File: src/kefr_pkg.sv
// constants for the key event flag register block
package kefr_pkg;
    localparam int         KEFR_NUM_KEYS      = 3;               // keys 4, 3 and 2
    localparam int         KEFR_SETTLE_W      = 16;              // settle time width, clock cycles
    localparam logic [7:0] KEFR_ADDR_FLAGS    = 8'h02;           // key event flag register
    localparam logic [7:0] KEFR_FLAGS_RESET   = 8'h00;
    localparam logic [7:0] KEFR_UNMAPPED_DATA = 8'h00;           // answer to any other address
    localparam int         KEFR_PRESS_BASE    = 2;               // key 2 press bit, next key two above
    localparam int         KEFR_REL_OFFSET    = 1;               // release bit sits above press bit
    localparam int         KEFR_CLOCK_KHZ     = 250_000;
    localparam int         KEFR_REREAD_US     = 200;             // least host gap between reads
    localparam int         KEFR_REREAD_CYCLES = KEFR_REREAD_US * KEFR_CLOCK_KHZ / 1000;
endpackage

File: src/kefr_evt_if.sv
// settled key events passed from the settle timers to the flag register
`timescale 1ns/1ns
interface kefr_evt_if;
    import kefr_pkg::*;
    logic [KEFR_NUM_KEYS-1:0] press;      // one-cycle pulse per key
    logic [KEFR_NUM_KEYS-1:0] release_ev; // one-cycle pulse per key
    modport src (output press, output release_ev);
    modport dst (input press, input release_ev);
endinterface

File: src/kefr_top.sv
// key event flag register for keys 4, 3 and 2, cleared on host read
//
// Overview of operation
// - flag register at 02h; bits 7..2 are release/press of keys 4, 3, 2.
// - press flag sets only after key held down past its press settle time.
// - release flag sets only after key stays up past its release settle time.
// - flags the host saw in a read of 02h clear automatically once it completes that read.
// - all flags clear whenever the detect enable bit is zero.
// - accessory removal forces enable to zero and so clears all flags.
// - a key's press flag setting clears that key's release flag.
// - flags read 0 after reset or clear, 1 after their event.
// - detection and flag updates carry on while older flags stay unread.
`timescale 1ns/1ns
module kefr_top
    import kefr_pkg::*;
#(
    parameter int REREAD_CYCLES = KEFR_REREAD_CYCLES
)(
    // clock and reset
    input  wire logic                     clock,
    input  wire logic                     rst_n,
    // key detector levels and settings
    input  wire logic [KEFR_NUM_KEYS-1:0] key_down,
    input  wire logic                     button_detect_enable,
    input  wire logic                     removal_event,
    input  wire logic [KEFR_SETTLE_W-1:0] button_down_settle_time,
    input  wire logic [KEFR_SETTLE_W-1:0] button_up_settle_time,
    // host register read port
    input  wire logic                     rd_req,
    input  wire logic [7:0]               rd_addr,
    input  wire logic                     rd_done,
    output logic      [7:0]               rd_data,
    output logic      [7:0]               key_event_flags
);
    import kefr_pkg::*;

    kefr_evt_if evt ();

    logic [7:0] read_snap;
    logic [7:0] next_flags;
    logic [7:0] set_mask;
    logic [7:0] rel_kill;
    logic       enabled;

    // bit position of a key's press flag
    function automatic int press_pos(input int k);
        press_pos = KEFR_PRESS_BASE + 2 * k;
    endfunction

    kefr_settle kefr_settle_i (
        .clock                   (clock),
        .rst_n                   (rst_n),
        .key_down                (key_down),
        .button_detect_enable    (enabled),
        .button_down_settle_time (button_down_settle_time),
        .button_up_settle_time   (button_up_settle_time),
        .evt                     (evt)
    );

    // removal acts like the enable bit going low
    assign enabled = button_detect_enable && !removal_event;

    // event masks into register bit positions
    always_comb begin
        set_mask = '0;
        rel_kill = '0;
        for (int k = 0; k < KEFR_NUM_KEYS; k++) begin
            set_mask[press_pos(k)]                   = evt.press[k];
            set_mask[press_pos(k) + KEFR_REL_OFFSET] = evt.release_ev[k];
            rel_kill[press_pos(k) + KEFR_REL_OFFSET] = evt.press[k];
        end
    end

    // next flag value: read clear first, new events win over it
    always_comb begin
        next_flags = key_event_flags;
        if (rd_done) begin
            next_flags = next_flags & ~read_snap;
        end
        next_flags = (next_flags & ~rel_kill) | set_mask;
        if (!enabled) begin
            next_flags = KEFR_FLAGS_RESET;
        end
    end

    // flag register
    always_ff @(posedge clock or negedge rst_n) begin
        if (!rst_n) begin
            key_event_flags <= KEFR_FLAGS_RESET;
        end else begin
            key_event_flags <= next_flags;
        end
    end

    // read data and the snapshot of what the host saw
    always_ff @(posedge clock or negedge rst_n) begin
        if (!rst_n) begin
            rd_data   <= KEFR_UNMAPPED_DATA;
            read_snap <= '0;
        end else if (rd_req) begin
            if (rd_addr == KEFR_ADDR_FLAGS) begin
                rd_data   <= key_event_flags;
                read_snap <= key_event_flags;
            end else begin
                rd_data   <= KEFR_UNMAPPED_DATA;
                read_snap <= '0;
            end
        end
    end
endmodule

File: src/kefr_settle.sv
// per-key settle timers turning key levels into press and release pulses
`timescale 1ns/1ns
module kefr_settle
    import kefr_pkg::*;
(
    // clock and reset
    input  wire logic                     clock,
    input  wire logic                     rst_n,
    // key levels and settings
    input  wire logic [KEFR_NUM_KEYS-1:0] key_down,
    input  wire logic                     button_detect_enable,
    input  wire logic [KEFR_SETTLE_W-1:0] button_down_settle_time,
    input  wire logic [KEFR_SETTLE_W-1:0] button_up_settle_time,
    // settled events
    kefr_evt_if.src                       evt
);
    logic [KEFR_NUM_KEYS-1:0] settled;
    logic [KEFR_SETTLE_W-1:0] cnt [KEFR_NUM_KEYS];

    // limit for the level that the key is moving towards
    function automatic logic [KEFR_SETTLE_W-1:0] settle_limit(input logic lvl);
        settle_limit = lvl ? button_down_settle_time : button_up_settle_time;
    endfunction

    // counts cycles the key differs from its settled state, flips past the limit
    always_ff @(posedge clock or negedge rst_n) begin
        if (!rst_n) begin
            settled        <= '0;
            evt.press      <= '0;
            evt.release_ev <= '0;
            for (int k = 0; k < KEFR_NUM_KEYS; k++) begin
                cnt[k] <= '0;
            end
        end else begin
            evt.press      <= '0;
            evt.release_ev <= '0;
            for (int k = 0; k < KEFR_NUM_KEYS; k++) begin
                if (!button_detect_enable || key_down[k] == settled[k]) begin
                    cnt[k] <= '0;
                    if (!button_detect_enable) begin
                        settled[k] <= 1'b0;
                    end
                end else if (cnt[k] >= settle_limit(key_down[k])) begin
                    settled[k]        <= key_down[k];
                    cnt[k]            <= '0;
                    evt.press[k]      <= key_down[k];
                    evt.release_ev[k] <= !key_down[k];
                end else begin
                    cnt[k] <= KEFR_SETTLE_W'(cnt[k] + 1'b1);
                end
            end
        end
    end

    // checks on the settle timers
    for (genvar g = 0; g < KEFR_NUM_KEYS; g++) begin : g_chk

    end
endmodule

File: config.mk
export PLATFORM = sky130hd
export DESIGN_NAME = kefr_top
export DESIGN_NICKNAME = d
export VERILOG_FILES = /design/src/kefr_pkg.sv /design/src/kefr_evt_if.sv /design/src/kefr_top.sv /design/src/kefr_settle.sv
export SDC_FILE = /design/constraint.sdc
export NUM_CORES = 1
export LEC_CHECK = 0
export BUFFER_PORTS_ARGS = -buffer_cell sky130_fd_sc_hd__buf_2
export CORE_UTILIZATION = 62
export CTS_BUF_LIST = sky130_fd_sc_hd__clkbuf_4 sky130_fd_sc_hd__clkbuf_8
export CTS_CLUSTER_DIAMETER = 50
export DETAILED_ROUTE_END_ITERATION = 10
export MAX_ROUTING_LAYER = met4
export PLACE_DENSITY = 0.85
export SLEW_MARGIN = 20
export SYNTH_ARGS = -nofsm -noshare
export SYNTH_HDL_FRONTEND = slang
export SYNTH_SLANG_ARGS = --single-unit
File: constraint.sdc
create_clock -name clock -period 4.3 [get_ports clock]
set_input_delay 0.86 -clock clock [delete_from_list [all_inputs] [get_ports clock]]
set_output_delay 0.86 -clock clock [all_outputs]
set_load 0.01 [all_outputs]
==> flow_summary.rst <==
.. list-table::
   :header-rows: 1

   * - Metric
     - Value
   * - Initial antenna violation count
     - 0
   * - TritonCTS clock tree
     - done
   * - Number of nets in the layout
     - 660
   * - Post CTS Setup Buffer Count
     - 0
   * - Count of final max-slew check failures
     - 0
   * - Floorplan die area
     - 0.00797 sq mm
   * - Initial DRC count
     - 176
   * - Remaining global-route overflow
     - 0
   * - Highest-delay cell along the critical path
     - sky130_fd_sc_hd__a2111oi_0
   * - Final clock period utilization by the worst path
     - 70.9%
   * - Leading cell type in the layout, fill and taps excluded
     - sky130_fd_sc_hd__dfrtp_1
   * - Clk slew on worst S/H paths
     - 80 ps
   * - Proportion of synthesized area in mux cells
     - 10.5%
   * - Count of boundary I/O pins
     - 65
   * - Starting density of the core
     - 64.8%
   * - RSZ-0062 raised after global routing
     - false
   * - Maximum number of pins on one net before global-route repair
     - 40
   * - Number of port buffers
     - 64
   * - Total number of H-tree levels
     - 3
   * - FF-to-FF Start
     - kefr_settle_i.cnt[0]
   * - Clock Root Buffer
     - sky130_fd_sc_hd__clkbuf_8
   * - Post-synthesis share of cell area spent on xor and xnor gates
     - 8.35%
   * - Layout cells sized above 1
     - 16.3%
   * - Number of hold buffers added after cts
     - 0
   * - Final-report setup violation count
     - 0
   * - Ratio of total power to cell area
     - 272 mW/mm^2
   * - Post-Synthesis Mean Instance Area
     - 9.60 sq um
   * - Data required time of the worst path
     - 4580 ps
   * - Distinct cells, synth
     - 38
   * - Number of enable-type register cells in the synthesized netlist
     - 0
   * - Max-slew headroom at the worst pin
     - 44.5%
   * - Post-synthesis instance total
     - 492
   * - Arrival @ worst endpoint
     - 3330 ps
   * - Sink Count
     - 73
   * - Final weighted congestion in routability-driven placement
     - 0.888
   * - Peak Freq
     - 328 MHz
   * - Register area
     - 0.00183 sq mm
   * - Area grow syn2layout
     - 13.7%
   * - Total via count after detailed routing
     - 3931
   * - Number of antenna repair diodes
     - 0
   * - Series of cell instances along the critical path
     - buf_2 -> mux2_2 -> ha_1 -> nand2b_1 -> a2111oi_0 -> or4_4 -> nand4_4 -> nor2_1
   * - Horizontal die dimension
     - 89.3 um
   * - Final Hold Viols
     - 0
   * - Number of placement rows
     - 31
   * - Adder-cell share of the synthesized area
     - 13.5%
   * - CTS Buffer Depth
     - 2
   * - Post-synthesis share of cell area spent on and, or, nand and nor gates
     - 19.6%
   * - Clock buffer count from CTS
     - 9
   * - Core region area
     - 0.00729 sq mm
   * - Final critical-path required period
     - 3050 ps
   * - First-pass GRT wire length
     - 17900 um
   * - Total of max-cap violations
     - 0
   * - Post-synth net total
     - 592
   * - Final Skew
     - 10.4 ps
   * - Compound-cell area share of the yosys netlist
     - 6.97%
   * - Worst Setup Start Kind
     - primary input
   * - Height of the die
     - 89.3 um
   * - Mapped Area
     - 0.00472 sq mm
   * - Resize count post-CTS
     - 0
   * - Highest cell delay on the worst timing path
     - 530 ps
   * - Average routed wire per standard cell
     - 16.6 um
   * - Commonest non-fill, non-tap cells in the layout
     - sky130_fd_sc_hd__dfrtp_1, sky130_fd_sc_hd__nor2_1, sky130_fd_sc_hd__buf_2
   * - Min-Delay Path Class
     - flip-flop to flip-flop
   * - Later-pin clock latency in the skew report
     - 360 ps
   * - Final core utilization
     - 73.6%
   * - Total negative slack
     - 0 ps
   * - Total wire length after detailed routing
     - 11000 um
   * - Detail Route Antenna Nets
     - 0
   * - Drt via density
     - 5.92
   * - Seq/Total Area, Yosys
     - 38.7%
   * - Status
     - complete, no violations
   * - Number of global-route vias before repair
     - 3852
   * - Top fanout value on the critical path
     - 20
   * - Combinational family with the most area after synthesis
     - simple AND/OR/NAND/NOR gates
   * - Detailed Place HPWL
     - 8320 um
   * - Worst Hold Launch
     - kefr_settle_i.evt.release_ev[2]
   * - Iteration count of the initial detailed-routing pass
     - 4
   * - Prevailing post-synth register cell
     - sky130_fd_sc_hd__dfrtp_1
   * - Multi-input gate area in the final layout
     - 0.00278 sq mm
   * - Remaining design rule violation count
     - 0
   * - Slew at the pin closest to its max-slew limit
     - 833 ps
   * - Critical path launch point
     - key_down[0]
   * - Overall routing resource usage
     - 31.1%
   * - Worst Setup End Kind
     - flip-flop
   * - Startpoint-to-endpoint class of the critical path
     - primary input to flip-flop
   * - Seq cells post-synth
     - 73
   * - Number of warnings printed during yosys synthesis
     - 0
   * - Share of flip-flops with an asynchronous set or reset
     - 100%
   * - Leakage power summed over all cells
     - 0.00257 uW
   * - Number of fill cells in the layout
     - 540
   * - Worst IR drop on VDD
     - 0.000239 V
## per-stage QoR
stage | setup WS, ps | std cells | cell area [sq um] | hold slack [ps] | total power [uW]
global placement | 1130 | 648 | 5140 | 452 | 857
global route | 1090 | 664 | 5370 | 508 | 1510
CTS | 1280 | 664 | 5370 | 488 | 1460
detailed placement | 925 | 648 | 5140 | 466 | 863
finish | 1250 | 664 | 5370 | 480 | 1460
floorplan | 1010 | 492 | 4720 | 438 | 792
## Yosys cell counts, types with 2 or more instances
library cell | number | area (sq um)
sky130_fd_sc_hd__o21a_1 | 3 | 22.5
sky130_fd_sc_hd__inv_1 | 17 | 63.8
sky130_fd_sc_hd__nand2b_1 | 4 | 25.0
sky130_fd_sc_hd__a2bb2oi_1 | 3 | 26.3
sky130_fd_sc_hd__nand4_1 | 15 | 93.8
sky130_fd_sc_hd__a21oi_1 | 20 | 100
sky130_fd_sc_hd__buf_2 | 3 | 15.0
sky130_fd_sc_hd__and4_1 | 4 | 35.0
sky130_fd_sc_hd__nor2_1 | 67 | 251
sky130_fd_sc_hd__nor3b_1 | 2 | 15.0
sky130_fd_sc_hd__clkbuf_1 | 7 | 26.3
sky130_fd_sc_hd__o211ai_1 | 3 | 22.5
sky130_fd_sc_hd__dfrtp_1 | 73 | 1830
sky130_fd_sc_hd__nand2_1 | 46 | 173
sky130_fd_sc_hd__mux2_2 | 3 | 33.8
sky130_fd_sc_hd__a2111o_1 | 2 | 22.5
sky130_fd_sc_hd__xor2_1 | 31 | 272
sky130_fd_sc_hd__nor3_1 | 11 | 55.1
sky130_fd_sc_hd__mux2i_1 | 46 | 460
sky130_fd_sc_hd__nand3_1 | 20 | 100
sky130_fd_sc_hd__xnor2_1 | 14 | 123
sky130_fd_sc_hd__ha_1 | 51 | 638
sky130_fd_sc_hd__a31oi_1 | 7 | 43.8
sky130_fd_sc_hd__and2_1 | 3 | 18.8
sky130_fd_sc_hd__o21ai_0 | 15 | 75.1
sky130_fd_sc_hd__nand3b_1 | 3 | 22.5
sky130_fd_sc_hd__and3_1 | 8 | 50.1
## metal layers
metal / GRT usage (%) / wire length (um) / up-vias
met5: - / 0 / -
met4: 12.6 / 295 / 0
met3: 5.17 / 619 / 30
met2: 51.8 / 5300 / 137
met1: 37.7 / 4820 / 1889
li1: - / - / 1875
## flip-flops by register name, indices dropped and copies added (netlist names)
| register | count |
|---|---|
| kefr_settle_i.cnt | 48 |
| kefr_settle_i.evt.press | 3 |
| kefr_settle_i.evt.release_ev | 3 |
| kefr_settle_i.settled | 3 |
| key_event_flags | 8 |
| read_snap | 8 |
## cell type report
type | instances | share of cell area (%)
Multi-Input combinational cell | 391 | 51.8
Sequential cell | 73 | 34.0
Timing Repair Buffer | 68 | 6.53
Clock buffer | 10 | 2.45
Tap cell | 99 | 2.31
Clock inverter | 6 | 1.72
Inverter | 17 | 1.19
## critical path, delay by kind of cell
family                   cells  cell delay (ps)
AND/OR/NAND/NOR              4              820
AO/OA/AOI/OAI                1              530
buffers and inverters        1              430
multiplexers                 1              410
adder cells (fa/ha/maj)      1              260
## power breakdown
part / leakage (uW) / total [uW] / switching, uW / internal, uW
Sequential: 0.00102 / 689 / 2.10 / 687
Clock: 0.000106 / 606 / 271 / 335
Combinational: 0.00145 / 164 / 97.9 / 66.0
## cell families (layout without fill, tap and decap cells)
kind of cell,Yosys count,count (layout)
flops,73,73
simple gates,191,191
buf+inv,28,101
xor+xnor,45,45
compound gates,55,55
fa+ha+maj,51,51
mux,49,49
## worst paths after layout
kind	to	slack, ps	cells after the start
max	kefr_settle_i.cnt[39]	1250	8
min	key_event_flags[7]	480	2
max reg2reg	kefr_settle_i.cnt[1]	1890	7
min reg2reg	key_event_flags[7]	480	2
max in group asynchronous	kefr_settle_i.cnt[12]	2740	2
min in group asynchronous	read_snap[4]	590	1
Note: power is estimated with default switching activity, not from simulation.
